$ cat config.mk
export PLATFORM = sky130hd
export DESIGN_NAME = dasp_port
export DESIGN_NICKNAME = d
export VERILOG_FILES = /design/src/inc/dasp_pkg.sv /design/src/verilog/dasp_sample_conv.sv /design/src/verilog/dasp_port.sv
export SDC_FILE = /design/constraint.sdc
export NUM_CORES = 1
export LEC_CHECK = 0
export BUFFER_PORTS_ARGS = -buffer_cell sky130_fd_sc_hd__buf_2
export CAP_MARGIN = 20
export CORE_MARGIN = 1.5
export CORE_UTILIZATION = 30
export CTS_BUF_LIST = sky130_fd_sc_hd__clkbuf_8
export DETAILED_ROUTE_END_ITERATION = 8
export GPL_ROUTABILITY_DRIVEN = 0
export PLACE_DENSITY = 0.53
export SLEW_MARGIN = 30
export SYNTH_ARGS = -nofsm -noshare
export SYNTH_HDL_FRONTEND = slang
export SYNTH_SLANG_ARGS = --single-unit
export TNS_END_PERCENT = 30
$ cat constraint.sdc
create_clock -name clk -period 5.3 [get_ports clk]
set_input_delay 0.795 -clock clk [delete_from_list [all_inputs] [get_ports clk]]
set_output_delay 0.795 -clock clk [all_outputs]
set_load 0.005 [all_outputs]
$ cat src/inc/dasp_pkg.sv
// Constants, register map and shared helpers of the digital audio serial port.
`default_nettype none
package dasp_pkg;
	localparam int ADDR_W = 3;
	localparam int DATA_W = 16;
	localparam int SAMPLE_W = 16;
	localparam int RX_W = 24;
	localparam int CNT_W = 6;

	// Register offsets.
	localparam logic [2:0] REG_CONFIG = 3'h0;
	localparam logic [2:0] REG_CTRL = 3'h1;
	localparam logic [2:0] REG_TX_LEFT = 3'h2;
	localparam logic [2:0] REG_TX_RIGHT = 3'h3;
	localparam logic [2:0] REG_RX_LEFT = 3'h4;
	localparam logic [2:0] REG_RX_RIGHT = 3'h5;
	localparam logic [2:0] REG_STATUS = 3'h6;

	// Fields of audio_format_config.
	localparam int CFG_JUSTIFY_BIT = 0;
	localparam int CFG_MSB_DELAY_BIT = 1;
	localparam int CFG_POLARITY_BIT = 2;
	localparam int CFG_ATTEN_EN_BIT = 3;
	localparam int CFG_ATTEN_LSB = 4;
	localparam int CFG_RES_LSB = 8;
	localparam int CFG_CROP_BIT = 10;
	localparam logic [15:0] CFG_MASK = 16'h07ff;
	localparam logic [15:0] CFG_RESET = 16'h0406;

	// Fields of the control and status registers.
	localparam int CTRL_ENABLE_BIT = 0;
	localparam int CTRL_MASTER_BIT = 1;
	localparam int CTRL_LSB_FIRST_BIT = 2;
	localparam logic [2:0] CTRL_RESET = 3'h0;
	localparam int STAT_RX_READY_BIT = 0;
	localparam int STAT_ACTIVE_BIT = 1;

	// Input resolution codes.
	localparam logic [1:0] RES_16 = 2'h0;
	localparam logic [1:0] RES_20 = 2'h1;
	localparam logic [1:0] RES_24 = 2'h2;

	// Link timing in nanoseconds and clock cycles.
	localparam int CLK_PERIOD_NS = 50;
	localparam int SCK_HIGH_MIN_NS = 80;
	localparam int SCK_HALF_MIN_CYC = (SCK_HIGH_MIN_NS + CLK_PERIOD_NS - 1) / CLK_PERIOD_NS;
	localparam int SCK_HALF_DEFAULT = 4;
	localparam int SLOT_BITS_DEFAULT = 32;

	// Number of data bits for a resolution code; the reserved code acts as 16 bits.
	function automatic logic [4:0] res_bits(input logic [1:0] code);
		unique case (code)
			RES_20: res_bits = 5'd20;
			RES_24: res_bits = 5'd24;
			default: res_bits = 5'd16;
		endcase
	endfunction
endpackage
`default_nettype wire

$ cat src/verilog/dasp_sample_conv.sv
// Sample width conversion: received word to 16 bits and output attenuation.
`default_nettype none
module dasp_sample_conv (
	// Received word, right aligned.
	input  wire logic [dasp_pkg::RX_W-1:0]     rx_word,
	input  wire logic [1:0]                    input_resolution,
	input  wire logic                          input_crop_enable,
	output logic [dasp_pkg::SAMPLE_W-1:0]      rx_sample,
	// Sample to send.
	input  wire logic [dasp_pkg::SAMPLE_W-1:0] tx_sample,
	input  wire logic                          attenuation_enable,
	input  wire logic [3:0]                    attenuation_steps,
	output logic [dasp_pkg::SAMPLE_W-1:0]      tx_out
);
	import dasp_pkg::*;

	logic [RX_W-1:0]     aligned;
	logic [16:0]         top17;
	logic signed [23:0]  wide;
	logic signed [23:0]  shifted;
	logic signed [23:0]  rounded;

	// Received data: left align, then crop to 16 bits or round 17 bits to 16.
	always_comb begin
		aligned = rx_word << (5'd24 - res_bits(input_resolution));
		top17 = aligned[23:7];
		if (input_crop_enable) begin
			rx_sample = aligned[23:8];
		end else if (top17 == 17'h0ffff) begin
			rx_sample = 16'h7fff;
		end else begin
			rx_sample = 16'((top17 + 17'h00001) >> 1);
		end
	end

	// Output: 6 dB per step over 24 bits, rounded and saturated back to 16.
	always_comb begin
		wide = {tx_sample, 8'h00};
		shifted = wide >>> attenuation_steps;
		rounded = shifted + 24'sh000080;
		if (attenuation_enable && !input_crop_enable) begin
			if (!shifted[23] && rounded[23]) begin
				tx_out = 16'h7fff;
			end else begin
				tx_out = rounded[23:8];
			end
		end else begin
			tx_out = tx_sample;
		end
	end
endmodule
`default_nettype wire

$ cat src/verilog/dasp_port.sv
// Digital audio serial port: link framing, pin sharing and register file.
// How it works
// - The link carries I2S, left-justified or right-justified framing as configured.
// - The port uses the four voice pins and drives none of them while it is disabled.
// - Configuration bit 0 selects left-justified when clear and right-justified when set.
// - In left-justified framing bit 1 puts the MSB in the first or second bit period.
// - Bit 2 clear makes WS-high data the left channel, set makes it the right channel.
// - Bit 3 clear sends samples unchanged; set with bit 10 clear applies attenuation over 24 bits, saturating.
// - Bits 7 to 4 give the attenuation, 6 dB for each step.
// - Bits 9 to 8 give the input resolution of 16, 20 or 24 bits.
// - Bit 10 clear rounds 17 received bits to 16, set keeps the 16 top bits.
// - Samples are 16 bits and at most 16 data bits per channel go out.
// - The word 0x0406 gives standard I2S with 16-bit data and is the reset value.
// - As master, the port drives bit clock and WS and moves WS and data on its falling edge.
//
// Chosen here: the address-and-strobe port and the register offsets.
`default_nettype none
module dasp_port #(
	parameter int SCK_HALF = dasp_pkg::SCK_HALF_DEFAULT,
	parameter int SLOT_BITS = dasp_pkg::SLOT_BITS_DEFAULT
) (
	// Clock and reset.
	input  wire logic                        clk,
	input  wire logic                        reset,
	// Register port.
	input  wire logic [dasp_pkg::ADDR_W-1:0] reg_addr,
	input  wire logic [dasp_pkg::DATA_W-1:0] reg_wdata,
	input  wire logic                        reg_write,
	input  wire logic                        reg_read,
	output logic [dasp_pkg::DATA_W-1:0]      reg_rdata,
	// Bit clock pin.
	input  wire logic                        sck_in,
	output logic                             sck_out,
	output logic                             sck_oe,
	// Word select pin.
	input  wire logic                        ws_in,
	output logic                             ws_out,
	output logic                             ws_oe,
	// Serial data pins.
	input  wire logic                        sd_in,
	output logic                             sd_out,
	output logic                             sd_oe,
	// Pin sharing with the voice interface.
	output logic                             pcm_owns_pins
);
	import dasp_pkg::*;

	logic [15:0]         config_reg;
	logic [2:0]          ctrl_reg;
	logic [15:0]         tx_left_reg, tx_right_reg, rx_left_reg, rx_right_reg;
	logic                rx_ready_reg;
	logic [15:0]         rdata_reg;
	logic [1:0]          sck_sync_reg, ws_sync_reg, sd_sync_reg;
	logic                sck_prev_reg;
	logic [7:0]          div_cnt_reg;
	logic                sck_out_reg, ws_out_reg, sd_out_reg;
	logic                sck_oe_reg, ws_oe_reg, sd_oe_reg, pcm_reg;
	logic [CNT_W-1:0]    mst_bit_reg;
	logic [1:0]          rise_pipe_reg;
	logic [CNT_W-1:0]    rx_cnt_reg, tx_cnt_reg, slot_len_reg;
	logic                rx_ws_reg, tx_ws_reg, rx_primed_reg;
	logic [RX_W-1:0]     rx_shift_reg;
	logic [15:0]         tx_word_reg;

	logic                en, master, lsb_first, right_just, msb_delay, polarity, crop;
	logic [1:0]          res;
	logic                div_wrap, m_rise, m_fall, s_rise, s_fall, rx_rise, tx_fall;
	logic                ws_rx, ws_tx, rx_bound, tx_bound, deliver, deliver_left;
	logic [RX_W-1:0]     rx_align;
	logic [15:0]         rx_conv, tx_pick, tx_conv;
	logic [CNT_W-1:0]    slot_len;

	assign en = ctrl_reg[CTRL_ENABLE_BIT];
	assign master = ctrl_reg[CTRL_MASTER_BIT];
	assign lsb_first = ctrl_reg[CTRL_LSB_FIRST_BIT];
	assign right_just = config_reg[CFG_JUSTIFY_BIT];
	assign msb_delay = config_reg[CFG_MSB_DELAY_BIT];
	assign polarity = config_reg[CFG_POLARITY_BIT];
	assign crop = config_reg[CFG_CROP_BIT];
	assign res = config_reg[CFG_RES_LSB +: 2];

	// Data bit that a period carries, or -1 when the period carries no data.
	function automatic int data_index(input logic [CNT_W-1:0] p, input logic [4:0] width,
		input logic [CNT_W-1:0] len);
		int k;
		k = right_just ? int'(p) - (int'(len) - int'(width)) : int'(p) - int'(msb_delay);
		data_index = (k >= 0 && k < int'(width)) ? k : -1;
	endfunction

	// Output bit of a 16-bit word for a bit period; spare periods carry zero.
	function automatic logic tx_bit(input logic [CNT_W-1:0] p, input logic [15:0] w);
		int k;
		k = data_index(p, 5'd16, slot_len);
		if (k < 0) begin
			tx_bit = 1'b0;
		end else begin
			tx_bit = lsb_first ? w[k] : w[15 - k];
		end
	endfunction

	// Pin inputs pass two flip-flops before the link logic looks at them.
	always_ff @(posedge clk) begin
		if (reset) begin
			sck_sync_reg <= 2'h0;
			ws_sync_reg <= 2'h0;
			sd_sync_reg <= 2'h0;
			sck_prev_reg <= 1'b0;
		end else begin
			sck_sync_reg <= {sck_sync_reg[0], sck_in};
			ws_sync_reg <= {ws_sync_reg[0], ws_in};
			sd_sync_reg <= {sd_sync_reg[0], sd_in};
			sck_prev_reg <= sck_sync_reg[1];
		end
	end

	// Edge events of the bit clock, generated or found on the pin.
	assign div_wrap = (div_cnt_reg == 8'(SCK_HALF - 1));
	assign m_rise = en && master && div_wrap && !sck_out_reg;
	assign m_fall = en && master && div_wrap && sck_out_reg;
	assign s_rise = en && !master && sck_sync_reg[1] && !sck_prev_reg;
	assign s_fall = en && !master && !sck_sync_reg[1] && sck_prev_reg;
	assign rx_rise = master ? rise_pipe_reg[1] : s_rise;
	assign tx_fall = master ? m_fall : s_fall;
	assign slot_len = master ? CNT_W'(SLOT_BITS) : slot_len_reg;
	assign ws_rx = master ? ws_out_reg : ws_sync_reg[1];
	assign ws_tx = master ? (ws_out_reg ^ (mst_bit_reg == CNT_W'(SLOT_BITS - 1)))
		: ws_sync_reg[1];
	assign rx_bound = rx_rise && (ws_rx != rx_ws_reg);
	assign tx_bound = tx_fall && (ws_tx != tx_ws_reg);
	assign deliver = rx_bound && rx_primed_reg;
	assign deliver_left = rx_ws_reg ^ polarity;
	assign tx_pick = (ws_tx ^ polarity) ? tx_left_reg : tx_right_reg;
	assign rx_align = lsb_first ? rx_shift_reg >> (5'd24 - res_bits(res)) : rx_shift_reg;

	dasp_sample_conv u_conv (
		.rx_word            (rx_align),
		.input_resolution   (res),
		.input_crop_enable  (crop),
		.rx_sample          (rx_conv),
		.tx_sample          (tx_pick),
		.attenuation_enable (config_reg[CFG_ATTEN_EN_BIT]),
		.attenuation_steps  (config_reg[CFG_ATTEN_LSB +: 4]),
		.tx_out             (tx_conv)
	);

	// Master bit clock and word select; WS moves only on a falling edge.
	always_ff @(posedge clk) begin
		if (reset || !en || !master) begin
			div_cnt_reg <= 8'h00;
			sck_out_reg <= 1'b0;
			ws_out_reg <= 1'b0;
			mst_bit_reg <= '0;
			rise_pipe_reg <= 2'h0;
		end else begin
			div_cnt_reg <= div_wrap ? 8'h00 : div_cnt_reg + 8'h01;
			rise_pipe_reg <= {rise_pipe_reg[0], m_rise};
			if (div_wrap) begin
				sck_out_reg <= !sck_out_reg;
			end
			if (m_fall) begin
				ws_out_reg <= ws_tx;
				mst_bit_reg <= (mst_bit_reg == CNT_W'(SLOT_BITS - 1)) ? '0 : mst_bit_reg + 1'b1;
			end
		end
	end

	// Pin ownership; the voice interface keeps the pins while the port is off.
	always_ff @(posedge clk) begin
		if (reset) begin
			sck_oe_reg <= 1'b0;
			ws_oe_reg <= 1'b0;
			sd_oe_reg <= 1'b0;
			pcm_reg <= 1'b1;
		end else begin
			sck_oe_reg <= en && master;
			ws_oe_reg <= en && master;
			sd_oe_reg <= en;
			pcm_reg <= !en;
		end
	end

	// Transmit: a new word at each WS change, one bit per falling edge.
	always_ff @(posedge clk) begin
		if (reset || !en) begin
			tx_cnt_reg <= '0;
			tx_ws_reg <= 1'b0;
			tx_word_reg <= 16'h0000;
			sd_out_reg <= 1'b0;
		end else if (tx_bound) begin
			tx_cnt_reg <= '0;
			tx_ws_reg <= ws_tx;
			tx_word_reg <= tx_conv;
			sd_out_reg <= tx_bit('0, tx_conv);
		end else if (tx_fall) begin
			if (tx_cnt_reg != '1) begin
				tx_cnt_reg <= tx_cnt_reg + 1'b1;
			end
			sd_out_reg <= tx_bit(tx_cnt_reg + 1'b1, tx_word_reg);
		end
	end

	// Receive: shift the data periods of a slot, hand the word on at the next WS change.
	always_ff @(posedge clk) begin
		if (reset || !en) begin
			rx_cnt_reg <= '0;
			rx_ws_reg <= 1'b0;
			rx_primed_reg <= 1'b0;
			rx_shift_reg <= '0;
			slot_len_reg <= CNT_W'(SLOT_BITS);
		end else if (rx_bound) begin
			rx_cnt_reg <= '0;
			rx_ws_reg <= ws_rx;
			rx_primed_reg <= 1'b1;
			if (rx_primed_reg) begin
				slot_len_reg <= rx_cnt_reg + 1'b1;
			end
			rx_shift_reg <= (right_just || data_index('0, res_bits(res), slot_len) >= 0)
				? (lsb_first ? {sd_sync_reg[1], 23'h000000} : {23'h000000, sd_sync_reg[1]})
				: '0;
		end else if (rx_rise) begin
			if (rx_cnt_reg != '1) begin
				rx_cnt_reg <= rx_cnt_reg + 1'b1;
			end
			if (right_just || data_index(rx_cnt_reg + 1'b1, res_bits(res), slot_len) >= 0) begin
				rx_shift_reg <= lsb_first ? {sd_sync_reg[1], rx_shift_reg[23:1]}
					: {rx_shift_reg[22:0], sd_sync_reg[1]};
			end
		end
	end

	// Received samples land in the register of their channel.
	always_ff @(posedge clk) begin
		if (reset) begin
			rx_left_reg <= 16'h0000;
			rx_right_reg <= 16'h0000;
		end else if (deliver && deliver_left) begin
			rx_left_reg <= rx_conv;
		end else if (deliver) begin
			rx_right_reg <= rx_conv;
		end
	end

	// Ready flag: set by a right sample, cleared by reading it; the set wins.
	always_ff @(posedge clk) begin
		if (reset) begin
			rx_ready_reg <= 1'b0;
		end else if (deliver && !deliver_left) begin
			rx_ready_reg <= 1'b1;
		end else if (reg_read && reg_addr == REG_RX_RIGHT) begin
			rx_ready_reg <= 1'b0;
		end
	end

	// Register writes.
	always_ff @(posedge clk) begin
		if (reset) begin
			config_reg <= CFG_RESET;
			ctrl_reg <= CTRL_RESET;
			tx_left_reg <= 16'h0000;
			tx_right_reg <= 16'h0000;
		end else if (reg_write) begin
			unique case (reg_addr)
				REG_CONFIG: config_reg <= reg_wdata & CFG_MASK;
				REG_CTRL: ctrl_reg <= reg_wdata[2:0];
				REG_TX_LEFT: tx_left_reg <= reg_wdata;
				REG_TX_RIGHT: tx_right_reg <= reg_wdata;
				default: ;
			endcase
		end
	end

	// Register reads answer one cycle later; unmapped offsets read zero.
	always_ff @(posedge clk) begin
		if (reset) begin
			rdata_reg <= 16'h0000;
		end else if (reg_read) begin
			unique case (reg_addr)
				REG_CONFIG: rdata_reg <= config_reg;
				REG_CTRL: rdata_reg <= {13'h0000, ctrl_reg};
				REG_TX_LEFT: rdata_reg <= tx_left_reg;
				REG_TX_RIGHT: rdata_reg <= tx_right_reg;
				REG_RX_LEFT: rdata_reg <= rx_left_reg;
				REG_RX_RIGHT: rdata_reg <= rx_right_reg;
				REG_STATUS: rdata_reg <= {14'h0000, rx_primed_reg, rx_ready_reg};
				default: rdata_reg <= 16'h0000;
			endcase
		end else begin
			rdata_reg <= 16'h0000;
		end
	end

	assign reg_rdata = rdata_reg;
	assign sck_out = sck_out_reg;
	assign sck_oe = sck_oe_reg;
	assign ws_out = ws_out_reg;
	assign ws_oe = ws_oe_reg;
	assign sd_out = sd_out_reg;
	assign sd_oe = sd_oe_reg;
	assign pcm_owns_pins = pcm_reg;
endmodule
`default_nettype wire

## After elaboration in Yosys (flattened, before gate mapping)

Cells that the tools add are included.

| operators by class | value |
|---|---|
| add/sub/neg operators | 19 |
| multiply operators | 0 |
| div/mod/pow operators | 0 |
| order comparisons | 16 |
| equal/unequal tests | 15 |
| shift-type cells | 3 |
| multiplexer cells | 53 |
| bitwise gates (word level) | 5 |
| reductions and logical operators | 51 |

Operators by type and width:

| kind | count |
|---|---|
| $mux 32 | 8 |
| $ge 32x1->1 const B | 6 |
| $lt 32x6->1 const B | 6 |
| $mux 24 | 7 |
| $pmux 16 s7 | 1 |
| $mux 16 | 5 |
| $lt 32x1->1 const B | 2 |
| $lt 32x6->1 | 2 |
| $sub 5x32->32 const A | 2 |
| $mux 5 | 5 |
| $add 24x9->24 const B | 1 |
| $shl 24x5->24 | 1 |
| $shr 24x5->24 | 1 |
| $sshr 24x4->24 | 1 |
| $logic_and 1x1->1 | 21 |
| $mux 1 | 20 |
| $add 6x1->6 const B | 3 |
| $reduce_and 2->1 | 9 |
| $add 17x1->17 const B | 1 |
| $eq 17x16->1 const B | 1 |
| $bmux 1 s4 | 4 |
| $sub 1x7->8 const A | 2 |
| $sub 7x7->8 | 2 |
| $sub 6x1->7 | 2 |
| other kinds (23) | 49 |

| storage, ports and cells | value |
|---|---|
| register bits after elaboration | 185 |
| bits in latches | 0 |
| bits in writable memories | 0 |
| ROM bits | 0 |
| input port bits | 26 |
| output and inout port bits | 23 |
| word-level logic and storage cells | 191 |
| memories kept | 0 |

## Longest topological paths before layout

| depth | value |
|---|---|
| depth after elaboration | 19 |
| mapped depth | 22 |

## By module

Synthesis repeated with hierarchy kept, for this count alone.

| second synthesis, totals | value |
|---|---|
| cells, all modules | 1,592 |
| area, all modules | 12,622.1 um^2 |

Modules (own cells, without submodules):

| module | instances | cells each | area each (um^2) |
|---|---|---|---|
| dasp_port | 1 | 1,233 | 9,933.3 |
| dasp_sample_conv | 1 | 359 | 2,688.8 |

## Worst setup path before layout

Ideal clock, no wire load.

| timing path | value |
|---|---|
| path kind | register to register |
| start | register mst_bit_reg[0] |
| end | register sd_out_reg, in the netlist sd_out |
| arrival | 4,495 ps |
| required time | 5,167 ps |
| path slack | 672 ps |
| cell stages (with the launch flop) | 21 |
| buffers on the path | 2 |
| cell sequence | dfxtp_1 -> ha_1 -> nand3b_1 -> mux2_4 -> clkbuf_1 -> a22oi_1 -> nor2_1 -> or3_1 -> a31oi_1 -> a21boi_0 -> ha_1 -> or4bb_1 -> and4b_1 -> buf_4 -> a31oi_1 -> o32ai_1 -> a221oi_1 -> a2111oi_0 -> nor4_1 -> o31ai_1 -> a31oi_1 |

| between the ends | value |
|---|---|
| cells in the longest elaborated chain, start to end | 16 |
| elaborated cells on any way between the ends | 23 |

Ends and longest elaborated chain:

| item | line | RTL |
|---|---|---|
| from (decl) | dasp_port.sv:58 | `logic [CNT_W-1:0] mst_bit_reg;` |
| from (signal assigned) | dasp_port.sv:162 | `mst_bit_reg <= (mst_bit_reg == CNT_W'(SLOT_BITS - 1)) ? '0 : mst_bit_reg + 1'b1;` |
| $eq 6x5->1 * | dasp_port.sv:126 | `assign ws_tx = master ? (ws_out_reg ^ (mst_bit_reg == CNT_W'(SLOT_BITS - 1)))` |
| $xor 1x1->1 * | dasp_port.sv:126 |  |
| $mux 1 * | dasp_port.sv:126 |  |
| $xor 1x1->1 | dasp_port.sv:132 | `assign tx_pick = (ws_tx ^ polarity) ? tx_left_reg : tx_right_reg;` |
| $mux 16 | dasp_port.sv:132 |  |
| $sshr 24x4->24 | dasp_sample_conv.sv:39 | `shifted = wide >>> attenuation_steps;` |
| $add 24x9->24 or $logic_not 1->1 (tied branches) | dasp_sample_conv.sv:40, dasp_sample_conv.sv:42 |  |
| $logic_and 1x1->1 | dasp_sample_conv.sv:42 | `if (!shifted[23] && rounded[23]) begin` |
| $mux 16 | dasp_sample_conv.sv:42 |  |
| $mux 16 | dasp_sample_conv.sv:41 | `if (attenuation_enable && !input_crop_enable) begin` |
| $bmux 1 s4 | dasp_port.sv:97 | `tx_bit = lsb_first ? w[k] : w[15 - k];` |
| $mux 1 (implied by the code) (2 in series) | dasp_port.sv:97 |  |
| $mux 1 | dasp_port.sv:97 |  |
| $mux 1 | dasp_port.sv:94 | `if (k < 0) begin` |
| $mux 1 | dasp_port.sv:189 | `end else if (tx_bound) begin` |
| to (signal assigned) | dasp_port.sv:193 | `sd_out_reg <= tx_bit('0, tx_conv);` |
| to (signal assigned) | dasp_port.sv:198 | `sd_out_reg <= tx_bit(tx_cnt_reg + 1'b1, tx_word_reg);` |
| to (decl) | dasp_port.sv:56 | `logic sck_out_reg, ws_out_reg, sd_out_reg;` |

Mark *: on every way between the ends. The rest lies on a longest branch, timed or not. The select of a mux whose other input is x is not followed.
A chain may end at the register's enable or synchronous reset.

## Final worst setup path

Same ends and word-level chain as after synthesis.

==> metrics.yaml <==
status: "complete, no violations"
cp.depth: 18
syn-num-nets: 1817
globalRouteOverflowTotal: 0
die_x_um: 213
postPlaceCellArea_mm2: 0.0142
synth_fa_ha_area_share_pct: 2.99
path_buf_inv: 2
r2r_slack_ns: 0.18
vdd_drop_max_mv: 0.161
fin_crit_sh_pct: 96.6
maxSlewViolCount: 0
fin_total_pwr_uw: 2720
end_kind: "flop"
synth_ff_type: "dfxtp_1"
layout-drive-gt1-share_pct: 12.8
wl_per_cell_um: 19.0
syn-instance-count: 1761
intPower_uw: 1900
synth_seq_area_share_pct: 27.9
cellLeakagePower_uw: 0.00530
critical_path.top_delay_family: "compound AO/OA/AOI/OAI gates"
antenna_found_initial: 1
crit_slowest_cell: "mux4_2"
slew_headroom_pct: 32.3
grt_pass1_wl_um: 71600
finalNetCount: 1825
dieArea_mm2: 0.0456
initial_core_util_pct: 30.7
largest_register_ffs: 24
clock_latency_ns: 0.52
async_flop_share_pct: 0
cts_buffers: 17
rows: 76
synthXorXnorAreaFrac_pct: 3.43
clock_sinks: 185
tightest_slew_ns: 1.00
ios: 49
n_antenna_cell: 0
cpPeakStageDelay_ns: 0.55
synth_edf_count: 0
synth.avg_cell_area_um2: 7.55
synth-compound-area-share_pct: 25.1
min-delay-path-class: "flop to flop"
drt_iter0_drc: 1175
final-hold-violation-count: 0
routed_via_density: 5.65
core_area_mm2: 0.0434
dp_hpwl_um: 33500
cts_tree: "yes"
p_sw_uw: 815
die_y_um: 213
r2r_end: "sd_out$_SDFFE_PP0P_"
routed_wl_um: 45000
crit_chain: "ha_1, nand3b_1, mux2i_4, buf_4, buf_4, o22ai_1, o311ai_2, or2_4, mux4_2, o32ai_4, nand4_4, or2_4, a221o_1, a2111oi_2, o21ai_1, a21oi_1, o31ai_1, a31oi_1"
grt_max_degree: 80
clk_path_buf_depth: 2
crit_path_start_kind: "flop"
clockPowerShare_pct: 35.1
path_class: "flop to flop"
grt_usage_pct: 19.9
combPwrFrac_pct: 12.6
dr.pass1.iters: 6
ys_types: 95
grt_pass1_vias: 12598
startpoint: "mst_bit_reg[0]$_SDFFE_PP0P_"
htree_levels: 4
design_area_mm2: 0.0148
final_cell_mix: "nor2_1 (253), nand2_1 (208), dfxtp_1 (183), a21oi_1 (112), mux2i_1 (96)"
via_count: 13365
reg2reg_from: "mst_bit_reg[0]$_SDFFE_PP0P_"
finalSetupTns_ns: 0
fmax_mhz: 195
min_period_ns: 5.12
path_max_fanout: 8
ant_nets: 0
synth_simple_gate_area_share_pct: 24.7
final_common_cell: "nor2_1"
clk_pin_slew_ns: 0.11
ys_ff_latch: 185
switching_share_pct: 30.0
skew_ns: 0.0203
ys_warn_count: 0
syn_to_final_growth_pct: 11.3
cap_viol_max_count: 0
cts-root-buf: "clkbuf_8"
power.density_mw_per_mm2: 184
io_buffers: 48
arrival_ns: 5.57
synth_top_family_by_area: "compound AO/OA/AOI/OAI gates"
synth_area_mm2: 0.0133
setup_viol: 0
drc: 0
seqPwrFrac_pct: 52.3
required_ns: 5.75
muxShareOfSynthArea_pct: 10.4
cp-endpoint: "sd_out$_SDFFE_PP0P_"
worstRegToRegCells: 18
Yosys cell counts (8+ instances only):
library cell | count | area share, %
or3_1 | 11 | 0.52
nand2_1 | 209 | 5.9
a222oi_1 | 14 | 1.1
a211o_1 | 8 | 0.53
inv_1 | 51 | 1.4
ha_1 | 27 | 2.5
dfxtp_1 | 185 | 28
a31oi_1 | 24 | 1.1
and3_1 | 17 | 0.80
o32ai_1 | 9 | 0.59
nand3_1 | 48 | 1.8
nor4_1 | 12 | 0.56
nand2b_1 | 26 | 1.2
nor2b_1 | 26 | 1.2
and2_1 | 20 | 0.94
a311oi_1 | 14 | 0.92
a211oi_1 | 51 | 2.9
o21ai_0 | 53 | 2.0
a22oi_1 | 16 | 0.90
xor2_1 | 29 | 1.9
nor3_1 | 39 | 1.5
mux2_2 | 21 | 1.8
a21oi_1 | 113 | 4.3
clkbuf_1 | 94 | 2.7
xnor2_1 | 23 | 1.5
a221oi_1 | 11 | 0.72
o211ai_1 | 17 | 0.96
nor2_1 | 255 | 7.2
nand4_1 | 10 | 0.47
mux2i_1 | 97 | 7.3
o22ai_1 | 18 | 0.85
a22o_1 | 8 | 0.53
buf_1 | 16 | 0.45
o22a_1 | 22 | 1.4
buf_2 | 9 | 0.34
a21o_1 | 9 | 0.51
per-layer routing:
| metal | part of all wire, % | up-vias | GRT usage [%] |
|---|---|---|---|
| li1 | - | 6424 | - |
| met4 | 2.4 | 2 | 6.27 |
| met1 | 44 | 6350 | 27.0 |
| met2 | 46 | 513 | 32.4 |
| met5 | 0.029 | - | 0 |
| met3 | 6.9 | 76 | 3.03 |
what timing repair did:
item,in CTS,in global routing
setup buffers,0,8
hold buffers,0,0
setup endpoints to repair,0,1
resized for setup,0,26
how the worst min path moves through the flow:
stage	cells after the start	end	from	slack [ns]
after floorplan	1	sck_sync_reg[1]$_SDFF_PP0_	sck_sync_reg[0]$_SDFF_PP0_	0.41
after global placement	1	sck_sync_reg[1]$_SDFF_PP0_	sck_sync_reg[0]$_SDFF_PP0_	0.42
after detailed placement	2	slot_len_reg[1]$_SDFFE_PP0P_	slot_len_reg[1]$_SDFFE_PP0P_	0.45
after CTS	2	ws_sync_reg[0]$_SDFF_PP0_	ws_in	0.45
after global routing	2	sd_sync_reg[0]$_SDFF_PP0_	sd_in	0.46
final	2	slot_len_reg[1]$_SDFFE_PP0P_	slot_len_reg[1]$_SDFFE_PP0P_	0.46
worst reg2reg max path, stage by stage (launching register included):
cell and delay (ns):
dfxtp_1 0.39, ha_1 0.22, nand3b_1 0.23, mux2i_4 0.31, buf_4 0.19, buf_4 0.15, o22ai_1 0.21, o311ai_2 0.18
or2_4 0.32, mux4_2 0.55, o32ai_4 0.44, nand4_4 0.18, or2_4 0.30, a221o_1 0.44, a2111oi_2 0.39, o21ai_1 0.11
a21oi_1 0.20, o31ai_1 0.09, a31oi_1 0.16
per-stage QoR:
step	std cells	hold WS [ns]	setup WS, ns	util, %
3_3_place_gp	2327	0.424	0.188	32.8
3_5_place_dp	2327	0.449	0.0921	32.8
2_1_floorplan	1761	0.414	0.672	-
6_report	2366	0.463	0.181	34.1
4_1_cts	2358	0.446	0.0284	33.7
5_1_grt	2366	0.461	-0.000388	34.1
area by class of cell:
type	instances	area [µm²]
Sequential cell	185	3710
Clock buffer	17	234
Clock inverter	14	136
Tap cell	585	732
Multi-Input combinational cell	1396	9010
Inverter	52	195
Timing Repair Buffer	117	783
Fill cell	4679	28600
power groups by stage:
stage                     clock network (µW)  registers, µW  logic (µW)
after global placement                     0           1450         324
after floorplan                            0           1440         227
after global routing                    1040           1420         371
after CTS                                983           1420         326
after detailed placement                   0           1450         325
final                                    953           1420         343
logic make-up after synthesis:
kind of cell    Yosys count
simple gates            715
mux                     126
flops                   185
compound gates          473
fa+ha+maj                30
buf+inv                 180
xor+xnor                 52
Note: power is estimated with default switching activity, not from simulation.
